$ cat config.mk
export PLATFORM = sky130hd
export DESIGN_NAME = pnv_regs
export DESIGN_NICKNAME = d
export VERILOG_FILES = /design/src/hdl/pnv_pkg.sv /design/src/hdl/pnv_cnt_if.sv /design/src/hdl/pnv_err_counter.sv /design/src/hdl/pnv_regs.sv
export SDC_FILE = /design/constraint.sdc
export NUM_CORES = 1
export LEC_CHECK = 0
export BUFFER_PORTS_ARGS = -buffer_cell sky130_fd_sc_hd__buf_2
export CAP_MARGIN = 20
export CORE_AREA = 4 4 124 126
export CTS_CLUSTER_SIZE = 16
export DETAILED_ROUTE_END_ITERATION = 8
export DIE_AREA = 0 0 128 130
export GPL_TIMING_DRIVEN = 0
export PLACE_DENSITY = 0.69
export SLEW_MARGIN = 15
export SYNTH_ARGS = -nofsm -noshare
export SYNTH_HDL_FRONTEND = slang
export SYNTH_SLANG_ARGS = --single-unit
$ cat constraint.sdc
create_clock -name CLK_IN -period 5.5 [get_ports CLK_IN]
set_input_delay 0.55 -clock CLK_IN [delete_from_list [all_inputs] [get_ports CLK_IN]]
set_output_delay 0.55 -clock CLK_IN [all_outputs]
set_load 0.02 [all_outputs]
$ cat src/hdl/pnv_pkg.sv
// Purpose: constants for the next-page and vendor register bank
// Assumes: 16-bit register words addressed by a 5-bit register number
// Notes: control words are kept as an indexed array of flip-flops
package pnv_pkg;
    localparam int ADDR_W = 5;
    localparam int DATA_W = 16;
    localparam int MSG_W = 11;

    // register numbers
    localparam logic [4:0] ADDR_LOCAL_NP = 5'h07;
    localparam logic [4:0] ADDR_PARTNER_NP = 5'h08;
    localparam logic [4:0] ADDR_DIG_PWR = 5'h10;
    localparam logic [4:0] ADDR_AFE_CTL = 5'h11;
    localparam logic [4:0] ADDR_SYM_ERR = 5'h15;
    localparam logic [4:0] ADDR_STRAP_OVR = 5'h16;
    localparam logic [4:0] ADDR_EXP_CTL = 5'h18;

    // indices into the writable control array
    localparam int NUM_CTL = 5;
    localparam logic [2:0] CTL_LNP = 3'h0;
    localparam logic [2:0] CTL_DIG = 3'h1;
    localparam logic [2:0] CTL_AFE = 3'h2;
    localparam logic [2:0] CTL_STRAP = 3'h3;
    localparam logic [2:0] CTL_EXP = 3'h4;
    localparam logic [2:0] CTL_NONE = 3'h7;

    localparam logic [4:0] CTL_ADDR [NUM_CTL] = '{5'h07, 5'h10, 5'h11, 5'h16, 5'h18};
    // writable bits; everything else is read-only
    localparam logic [15:0] CTL_WMASK [NUM_CTL] = '{16'h37ff, 16'hffff, 16'hffff, 16'hfbff, 16'hffff};
    localparam logic [15:0] CTL_RST [NUM_CTL] = '{16'h2001, 16'h0000, 16'h0000, 16'h0001, 16'h0800};

    // field positions
    localparam int LNP_TOGGLE_BIT = 11;
    localparam int PNP_TOGGLE_BIT = 11;
    localparam int PLL_OFF_BIT = 4;
    localparam int SLOW_OSC_BIT = 5;
    localparam int FACTORY_BIT = 15;
    localparam int ENERGY_DETECT_POWER_DOWN_DIS_BIT = 11;

    // strap sampler waits for the three-stage synchroniser to fill
    localparam logic [1:0] STRAP_SETTLE = 2'h3;

    typedef enum logic [2:0] {
        ST_FILL = 3'b001,
        ST_LATCH = 3'b010,
        ST_RUN = 3'b100
    } pnv_strap_e;
endpackage : pnv_pkg

$ cat src/hdl/pnv_cnt_if.sv
// Purpose: carrier between the register bank and its error counter
// Assumes: single clock domain
// Notes: inc and clr are one-cycle pulses
interface pnv_cnt_if;
    logic inc;
    logic clr;
    logic [pnv_pkg::DATA_W-1:0] count;
    modport counter (input inc, input clr, output count);
    modport owner (output inc, output clr, input count);
endinterface : pnv_cnt_if

$ cat src/hdl/pnv_err_counter.sv
// Purpose: symbol-error frame counter, cleared by a read
// Assumes: rst_n_in already synchronised to clk_in
// Notes: saturates instead of wrapping
module pnv_err_counter (
    input wire logic clk_in,
    input wire logic rst_n_in,
    pnv_cnt_if.counter cnt
);
    logic [pnv_pkg::DATA_W-1:0] count_q;
    logic [pnv_pkg::DATA_W-1:0] count_d;
    wire sat = &count_q;

    // count, read clears
    // an event in the clearing cycle survives as a count of one
    assign count_d = cnt.clr ? pnv_pkg::DATA_W'(cnt.inc) :
                     (cnt.inc && !sat) ? count_q + 1'b1 : count_q;

    always_ff @(posedge clk_in or negedge rst_n_in) begin
        if (!rst_n_in) begin
            count_q <= 16'h0000;
        end else begin
            count_q <= count_d;
        end
    end

    assign cnt.count = count_q;

    a_cnt_clear:
    assert property (@(posedge clk_in) disable iff (!rst_n_in)
        cnt.clr |=> count_q == pnv_pkg::DATA_W'($past(cnt.inc)))
        else $error("counter not cleared by read");

    a_cnt_step:
    assert property (@(posedge clk_in) disable iff (!rst_n_in)
        (cnt.inc && !cnt.clr && !sat) |=> count_q == $past(count_q) + 16'h0001)
        else $error("counter missed an event");
endmodule : pnv_err_counter

$ cat src/hdl/pnv_regs.sv
// Purpose: next-page, power, oscillator, error-count and strap registers
// Assumes: negotiation engine and receive path run on CLK_IN
// Notes: the strap pin and the reset release are asynchronous and are synchronised here

// Functional notes
// - local toggle read-only, last transmitted toggle
// - local message 11 bits, resets to 001
// - partner next-page bit read-only, reset 0
// - partner acknowledge bit read-only, reset 0
// - partner message-page and ack2 bits read-only
// - partner toggle is inverse of transmitted toggle
// - partner message 11 bits read-only, reset 0
// - pll off in power-down when enabled
// - slow oscillator bit replaces crystal clock
// - slow oscillator forces analog power-down
// - 16-bit symbol-error frame counter, read clears
// - factory bit loaded from transmit clock strap
// - power-down disable bit, resets to 1
// - local second acknowledge bit is read-write
module pnv_regs (
    input wire logic CLK_IN,
    input wire logic RST_N_IN,
    input wire logic [4:0] ADDR_IN,
    input wire logic [15:0] WDATA_IN,
    input wire logic WR_IN,
    input wire logic RD_IN,
    output logic [15:0] RDATA_OUT,
    input wire logic TX_PAGE_SENT_IN,
    input wire logic TX_TOGGLE_IN,
    input wire logic RX_PAGE_VALID_IN,
    input wire logic [15:0] RX_PAGE_IN,
    input wire logic SYM_ERR_FRAME_IN,
    input wire logic ENERGY_ABSENT_IN,
    input wire logic TRANSMIT_CLOCK_PIN_IN,
    output logic [15:0] LOCAL_NP_WORD_OUT,
    output logic ENERGY_DETECT_POWER_DOWN_OUT,
    output logic PLL_OFF_OUT,
    output logic SLOW_OSC_SEL_OUT,
    output logic ANALOG_PWRDN_OUT,
    output logic FACTORY_MODE_OUT
);
    // reset release
    logic [1:0] rst_sync_q;
    wire rst_n = rst_sync_q[1];

    always_ff @(posedge CLK_IN or negedge RST_N_IN) begin
        if (!RST_N_IN) begin
            rst_sync_q <= 2'h0;
        end else begin
            rst_sync_q <= {rst_sync_q[0], 1'b1};
        end
    end

    function automatic logic [2:0] ctl_index(input logic [4:0] addr);
        logic [2:0] idx;
        idx = pnv_pkg::CTL_NONE;
        for (int i = 0; i < pnv_pkg::NUM_CTL; i++) begin
            if (addr == pnv_pkg::CTL_ADDR[i]) begin
                idx = 3'(i);
            end
        end
        return idx;
    endfunction : ctl_index

    wire [2:0] wr_idx = WR_IN ? ctl_index(ADDR_IN) : pnv_pkg::CTL_NONE;
    wire [2:0] rd_idx = ctl_index(ADDR_IN);

    // strap pin synchroniser; stage 0 feeds only stage 1
    logic [2:0] strap_sync_q;
    logic [1:0] settle_q;
    logic [1:0] settle_d;
    pnv_pkg::pnv_strap_e state_q;
    pnv_pkg::pnv_strap_e state_d;
    wire strap_agree = strap_sync_q[1] == strap_sync_q[2];
    wire strap_load = (state_q == pnv_pkg::ST_LATCH) && strap_agree;

    always_ff @(posedge CLK_IN or negedge rst_n) begin
        if (!rst_n) begin
            strap_sync_q <= 3'h0;
        end else begin
            strap_sync_q <= {strap_sync_q[1:0], TRANSMIT_CLOCK_PIN_IN};
        end
    end

    always_comb begin
        state_d = state_q;
        settle_d = settle_q;
        case (state_q)
            pnv_pkg::ST_FILL: begin
                settle_d = settle_q + 2'h1;
                if (settle_q == pnv_pkg::STRAP_SETTLE) begin
                    state_d = pnv_pkg::ST_LATCH;
                end
            end
            pnv_pkg::ST_LATCH: begin
                if (strap_agree) begin
                    state_d = pnv_pkg::ST_RUN;
                end
            end
            pnv_pkg::ST_RUN: begin
                state_d = pnv_pkg::ST_RUN;
            end
            default: begin
                state_d = pnv_pkg::ST_FILL;
            end
        endcase
    end

    always_ff @(posedge CLK_IN or negedge rst_n) begin
        if (!rst_n) begin
            state_q <= pnv_pkg::ST_FILL;
            settle_q <= 2'h0;
        end else begin
            state_q <= state_d;
            settle_q <= settle_d;
        end
    end

    // control words
    logic [15:0] ctl_q [pnv_pkg::NUM_CTL];
    logic [15:0] ctl_d [pnv_pkg::NUM_CTL];

    for (genvar g = 0; g < pnv_pkg::NUM_CTL; g++) begin : g_ctl
        wire sel = wr_idx == 3'(g);
        wire [15:0] merged = (ctl_q[g] & ~pnv_pkg::CTL_WMASK[g]) | (WDATA_IN & pnv_pkg::CTL_WMASK[g]);
        wire [15:0] written = sel ? merged : ctl_q[g];
        // strap value beats a write in the same cycle
        if (g == pnv_pkg::CTL_STRAP) begin : g_strap
            assign ctl_d[g] = strap_load ?
                {strap_sync_q[2], written[14:0]} : written;
        end else begin : g_plain
            assign ctl_d[g] = written;
        end

        // masked merge leaves read-only bits at default
        always_ff @(posedge CLK_IN or negedge rst_n) begin
            if (!rst_n) begin
                ctl_q[g] <= pnv_pkg::CTL_RST[g];
            end else begin
                ctl_q[g] <= ctl_d[g];
            end
        end
    end

    logic tog_q;

    always_ff @(posedge CLK_IN or negedge rst_n) begin
        if (!rst_n) begin
            tog_q <= 1'b0;
        end else if (TX_PAGE_SENT_IN) begin
            tog_q <= TX_TOGGLE_IN;
        end
    end

    // toggle reported inverted from our last one
    logic [15:0] part_q;
    wire [15:0] part_d = {RX_PAGE_IN[15:12], ~tog_q, RX_PAGE_IN[pnv_pkg::MSG_W-1:0]};

    always_ff @(posedge CLK_IN or negedge rst_n) begin
        if (!rst_n) begin
            part_q <= 16'h0000;
        end else if (RX_PAGE_VALID_IN) begin
            part_q <= part_d;
        end
    end

    // error counter
    pnv_cnt_if cnt_if ();
    assign cnt_if.inc = SYM_ERR_FRAME_IN;
    // a read of the counter clears it
    assign cnt_if.clr = RD_IN && (ADDR_IN == pnv_pkg::ADDR_SYM_ERR);

    pnv_err_counter u_err_counter (
        .clk_in(CLK_IN),
        .rst_n_in(rst_n),
        .cnt(cnt_if.counter)
    );

    // last sent toggle rides in bit 11 of the local word
    wire [15:0] lnp_view = ctl_q[pnv_pkg::CTL_LNP] | (16'(tog_q) << pnv_pkg::LNP_TOGGLE_BIT);

    // unmapped and reserved read as zero
    logic [15:0] rd_val;
    always_comb begin
        if (ADDR_IN == pnv_pkg::ADDR_LOCAL_NP) begin
            rd_val = lnp_view;
        end else if (ADDR_IN == pnv_pkg::ADDR_PARTNER_NP) begin
            rd_val = part_q;
        end else if (ADDR_IN == pnv_pkg::ADDR_SYM_ERR) begin
            rd_val = cnt_if.count;
        end else if (rd_idx != pnv_pkg::CTL_NONE) begin
            rd_val = ctl_q[rd_idx];
        end else begin
            rd_val = 16'h0000;
        end
    end

    // control effects
    // disable bit gates power-down entry
    wire energy_detect_power_down_d = ENERGY_ABSENT_IN && !ctl_q[pnv_pkg::CTL_EXP][pnv_pkg::ENERGY_DETECT_POWER_DOWN_DIS_BIT];
    wire pll_off_d = energy_detect_power_down_d && ctl_q[pnv_pkg::CTL_DIG][pnv_pkg::PLL_OFF_BIT];
    wire slow_d = ctl_q[pnv_pkg::CTL_AFE][pnv_pkg::SLOW_OSC_BIT];

    always_ff @(posedge CLK_IN or negedge rst_n) begin
        if (!rst_n) begin
            RDATA_OUT <= 16'h0000;
            LOCAL_NP_WORD_OUT <= 16'h0000;
            ENERGY_DETECT_POWER_DOWN_OUT <= 1'b0;
            PLL_OFF_OUT <= 1'b0;
            SLOW_OSC_SEL_OUT <= 1'b0;
            ANALOG_PWRDN_OUT <= 1'b0;
            FACTORY_MODE_OUT <= 1'b0;
        end else begin
            RDATA_OUT <= RD_IN ? rd_val : 16'h0000;
            LOCAL_NP_WORD_OUT <= lnp_view;
            ENERGY_DETECT_POWER_DOWN_OUT <= energy_detect_power_down_d;
            PLL_OFF_OUT <= pll_off_d;
            SLOW_OSC_SEL_OUT <= slow_d;
            ANALOG_PWRDN_OUT <= slow_d;
            // a written zero clears factory mode
            FACTORY_MODE_OUT <= ctl_q[pnv_pkg::CTL_STRAP][pnv_pkg::FACTORY_BIT];
        end
    end

    a_local_toggle:
    assert property (@(posedge CLK_IN) disable iff (!rst_n)
        TX_PAGE_SENT_IN |=> ##1 LOCAL_NP_WORD_OUT[11] == $past(TX_TOGGLE_IN, 2))
        else $error("local toggle not tracking sent word");

    a_local_msg:
    assert property (@(posedge CLK_IN) disable iff (!rst_n)
        (WR_IN && ADDR_IN == pnv_pkg::ADDR_LOCAL_NP) |=> ##1
        LOCAL_NP_WORD_OUT[10:0] == $past(WDATA_IN[10:0], 2))
        else $error("local message not written");

    a_partner_fields:
    assert property (@(posedge CLK_IN) disable iff (!rst_n)
        RX_PAGE_VALID_IN |=> part_q[15:12] == $past(RX_PAGE_IN[15:12])
        && part_q[10:0] == $past(RX_PAGE_IN[10:0]))
        else $error("partner word not captured");

    a_partner_toggle:
    assert property (@(posedge CLK_IN) disable iff (!rst_n)
        RX_PAGE_VALID_IN |=> part_q[pnv_pkg::PNP_TOGGLE_BIT] == !$past(tog_q))
        else $error("partner toggle not inverted");

    a_pll_off_gate:
    assert property (@(posedge CLK_IN) disable iff (!rst_n)
        PLL_OFF_OUT |-> ENERGY_DETECT_POWER_DOWN_OUT && $past(ctl_q[1][4]))
        else $error("pll off outside power-down");

    a_slow_osc_pd:
    assert property (@(posedge CLK_IN) disable iff (!rst_n)
        ANALOG_PWRDN_OUT == SLOW_OSC_SEL_OUT
        && ANALOG_PWRDN_OUT == $past(ctl_q[pnv_pkg::CTL_AFE][pnv_pkg::SLOW_OSC_BIT]))
        else $error("analog power-down not tied to slow oscillator");

    a_slow_osc_sel:
    assert property (@(posedge CLK_IN) disable iff (!rst_n)
        SLOW_OSC_SEL_OUT == $past(ctl_q[pnv_pkg::CTL_AFE][pnv_pkg::SLOW_OSC_BIT]))
        else $error("slow oscillator select not following control bit");

    a_strap_latch:
    assert property (@(posedge CLK_IN) disable iff (!rst_n)
        strap_load |=> ##1 FACTORY_MODE_OUT == $past(strap_sync_q[2], 2))
        else $error("strap value not latched");

    a_factory_clear:
    assert property (@(posedge CLK_IN) disable iff (!rst_n)
        (WR_IN && ADDR_IN == pnv_pkg::ADDR_STRAP_OVR && !WDATA_IN[15] && !strap_load)
        |=> ##1 !FACTORY_MODE_OUT)
        else $error("factory mode not cleared");

    a_energy_detect_power_down_disable:
    assert property (@(posedge CLK_IN) disable iff (!rst_n)
        $past(ctl_q[4][11]) |-> !ENERGY_DETECT_POWER_DOWN_OUT)
        else $error("power-down entered while disabled");

    a_rdata_idle:
    assert property (@(posedge CLK_IN) disable iff (!rst_n)
        !RD_IN |=> RDATA_OUT == 16'h0000)
        else $error("read data outside read slot");

    // the toggle is merged in on read, so the stored bit 11 must stay clear
    a_reserved_ro:
    assert property (@(posedge CLK_IN) disable iff (!rst_n)
        ctl_q[pnv_pkg::CTL_LNP][15:14] == 2'h0 && !ctl_q[pnv_pkg::CTL_LNP][11]
        && !ctl_q[pnv_pkg::CTL_STRAP][10])
        else $error("read-only control bit changed");

    a_read_partner:
    assert property (@(posedge CLK_IN) disable iff (!rst_n)
        (RD_IN && ADDR_IN == pnv_pkg::ADDR_PARTNER_NP) |=> RDATA_OUT == $past(part_q))
        else $error("partner word read back wrong");
endmodule : pnv_regs

==> impl_metrics.tcl <==
set metrics [dict create \
    grt_overflow 0 \
    max_freq_mhz 487 \
    path_max_fanout 10 \
    cts.sinks 153 \
    netlist_area_sq_um 7070 \
    initial_core_util_pct 49.4 \
    n_fill_cell 1192 \
    arrival_ns 2.33 \
    finalCritPeriodShare_pct 37.3 \
    coreArea_sq_um 14300 \
    htree_levels 4 \
    critical_path_buf_inv_count 5 \
    setup_viol 0 \
    r2r_cells 6 \
    cts_resized 0 \
    synth-xor-area-share_pct 2.11 \
    grt_first_pass_wirelength_um 28200 \
    layout_common_cells "147 x dfrtp_1, 89 x buf_2, 77 x mux2_2, 33 x a21oi_1" \
    die_w_um 128 \
    portBuffers 77 \
    cp-start-kind "input pin" \
    power.total_mw 3.12 \
    synth-seq-area-share_pct 54.3 \
    gp_congestion 0.884 \
    drive_gt1_share_pct 36.0 \
    finalMaxSlewViolations 0 \
    drc 0 \
    grt_pass1_vias 5148 \
    grt_antenna_before_repair 0 \
    skew_ns 0.00643 \
    cpLargestDelayFamily "buffers and inverters" \
    final-hold-violation-count 0 \
    insertion_delay_ns 0.43 \
    irDropWorstVdd_v 0.000175 \
    hold_path_depth 1 \
    synth_cells 569 \
    postRouteAntennaNets 0 \
    r2r-start "u_err_counter.cnt.count[12]$_DFFE_PN0P_" \
    max-cap-violations 0 \
    gr-usage-all-layers_pct 22.0 \
    hold_start "TRANSMIT_CLOCK_PIN_IN" \
    ys_ff_latch 153 \
    ys.flop_type "dfrtp_1" \
    synthAdderAreaFrac_pct 0.354 \
    cts_buffers 17 \
    grt_max_degree 61 \
    r2r-end "u_err_counter.cnt.count[0]$_DFFE_PN0P_" \
    synth_cell_types 68 \
    cp_cell_sequence "buf_2, buf_4, and3b_1, and2_1, buf_6, buf_4, buf_6, a211oi_1, o32ai_2" \
    place_inst 833 \
    finalNonFillerCells 864 \
    worstSetupEndpointType "register" \
    syn_to_final_growth_pct 18.4 \
    fin_crit_ns 2.05 \
    dr.pass1.iters 6 \
    wl_per_cell_um 20.2 \
    fin_nets 718 \
    dieArea_sq_um 16600 \
    synth_compound_area_share_pct 14.6 \
    min_path_type "input pin to register" \
    path_class "input pin to register" \
    rrSetupSlack_ns 3.63 \
    fp-row-count 44 \
    clk_path_buf_depth 2 \
    p_leak_nw 3.81 \
    cp_slowest_stage_delay_ns 0.41 \
    stdcell_area_sq_um 8370 \
    tns_ns 0 \
    grt_setup_unrepaired "false" \
    wirelength_um 17500 \
    avgSynthCellArea_sq_um 12.4 \
    critPathSlowestCell "a211oi_1" \
    holdPathEnd "strap_sync_q[0]$_DFF_PN0_" \
    ys.warnings.count 0 \
    synth_top_family_by_area "multiplexers" \
    vias_per_cell 5.83 \
    dp_hpwl_um 12500 \
    drt_iter0_drc 415 \
    synthSimpleGateAreaFrac_pct 8.94 \
    clock-root-buffer "clkbuf_16" \
    worstMarginPinSlew_ns 0.627 \
    cts_tree "done" \
    synth_async_sr_flop_share_pct 100 \
    vias 5034 \
    synth.area.mux_share_pct 15.4 \
    die_h_um 130 \
    postPlaceCellArea_sq_um 7740 \
    power.density_nw_per_um2 373 \
    hold_slack_ns 0.227 \
    outcome "finished clean" \
    ios 84 \
    cts.clk_slew.worst_paths_ns 0.06 \
    layout_commonest_cell "dfrtp_1" \
    required_ns 5.78 \
    n_antenna_cell 0 \
    max_slew_margin_pct 57.1 \
    synth-edff-count 0 \
]
-- cell families (layout without fill, tap and decap cells) --
family | Yosys count | in the layout
multiplexers | 97 | 97
other | 2 | 3
flip-flops | 153 | 153
AO/OA/AOI/OAI | 141 | 141
XOR/XNOR | 17 | 17
AND/OR/NAND/NOR | 107 | 107
adder cells (fa/ha/maj) | 2 | 2
buffers and inverters | 50 | 160
-- final cells by class --
class                   instances  area (sq um)  share of cell area [%]
flip-flops and latches        153          3840                    45.9
multi-input cells             367          2940                    35.1
repair buffers                 80           450                    5.38
clock buffers                  18           439                    5.25
plain buffers                  41           263                    3.14
well taps                     184           230                    2.75
clock inverters                12           175                    2.09
inverters                       9          33.8                   0.404
-- state kept, by name, summed over array words and instances (netlist names) --
| signal | flops |
|---|---|
| ctl_q | 76 |
| RDATA_OUT | 16 |
| part_q | 16 |
| u_err_counter.cnt.count | 16 |
| LOCAL_NP_WORD_OUT | 14 |
| state_q | 3 |
| strap_sync_q | 3 |
| rst_sync_q | 2 |
| settle_q | 2 |
| ENERGY_DETECT_POWER_DOWN_OUT | 1 |
| FACTORY_MODE_OUT | 1 |
| PLL_OFF_OUT | 1 |
| SLOW_OSC_SEL_OUT | 1 |
| tog_q | 1 |
-- worst max-delay path by stage --
stage	start	end	cells after the start
after floorplan	rst_sync_q[1]$_DFF_PN0_	ENERGY_DETECT_POWER_DOWN_OUT$_DFF_PN0_	0
after global placement	rst_sync_q[1]$_DFF_PN0_	SLOW_OSC_SEL_OUT$_DFF_PN0_	0
after detailed placement	ADDR_IN[4]	RDATA_OUT[5]$_DFF_PN0_	9
after CTS	ADDR_IN[4]	RDATA_OUT[5]$_DFF_PN0_	9
after global routing	ADDR_IN[4]	RDATA_OUT[2]$_DFF_PN0_	8
final	ADDR_IN[4]	RDATA_OUT[7]$_DFF_PN0_	9
-- report_power, final --
part / internal, mW / total (mW) / switching [mW]
combinational: 0.218 / 0.439 / 0.221
clock: 0.765 / 1.22 / 0.458
sequential: 1.32 / 1.46 / 0.143
-- Yosys cell counts (2+ instances only) --
cell type,n,share of area [%]
a22o_1,11,1.4
ha_1,2,0.35
inv_1,9,0.48
conb_1,2,0.11
and4_1,2,0.25
o32ai_2,7,1.6
nand2b_1,15,1.3
a21oi_1,33,2.3
a211oi_1,13,1.4
a21o_1,3,0.32
dfrtp_1,148,52
nor3_2,2,0.28
a31oi_1,5,0.44
o21ai_0,22,1.6
and3_1,2,0.18
o2111ai_1,3,0.37
nor2_1,22,1.2
buf_2,12,0.85
nand3b_1,2,0.21
xnor2_1,8,0.99
a21bo_2,2,0.28
o32ai_1,4,0.50
nor2b_1,2,0.18
dfstp_2,5,1.9
o22ai_1,12,1.1
o22a_1,11,1.4
a221oi_1,2,0.25
a21oi_2,2,0.25
nand2_2,2,0.18
and2_1,6,0.53
buf_6,8,1.3
buf_4,9,0.96
nand3_1,9,0.64
mux2i_1,5,0.71
mux2_2,77,12
nand4_1,5,0.44
xor2_1,9,1.1
nand2_1,22,1.2
mux2_1,15,2.4
clkbuf_1,11,0.58
-- metrics by stage --
stage | setup slack, ns | utilization [%]
CTS | 3.46 | 58.5
global route | 3.34 | 58.5
global placement | -0.512 | 53.7
floorplan | 0.930 | -
finish | 3.45 | 58.5
detailed placement | 3.03 | 54.1
-- worst reg2reg max path, cell delays in order, from the launching register on --
cell and delay [ns]:
dfrtp_1 0.45, and4_1 0.33, and2_0 0.15, clkbuf_1 0.30
nand2_1 0.17, a31o_1 0.25, a22oi_1 0.14
-- metal layers --
| layer | part of all wire [%] | routed length, um | up-vias | track usage (%) |
|---|---|---|---|---|
| met5 | 0 | 0 | - | 0 |
| met4 | 1.7 | 301 | 0 | 7.49 |
| met3 | 6.4 | 1120 | 26 | 5.16 |
| met2 | 48 | 8410 | 169 | 35.7 |
| met1 | 44 | 7630 | 2558 | 29.4 |
| li1 | - | - | 2281 | - |
-- repair_timing --
action,4_1_cts,5_1_grt
setup endpoints to repair,0,0
buffers inserted,0,0
hold buffers,1,0
endpoints found under the hold margin,2,0
Power figures use the tool's default switching activity.
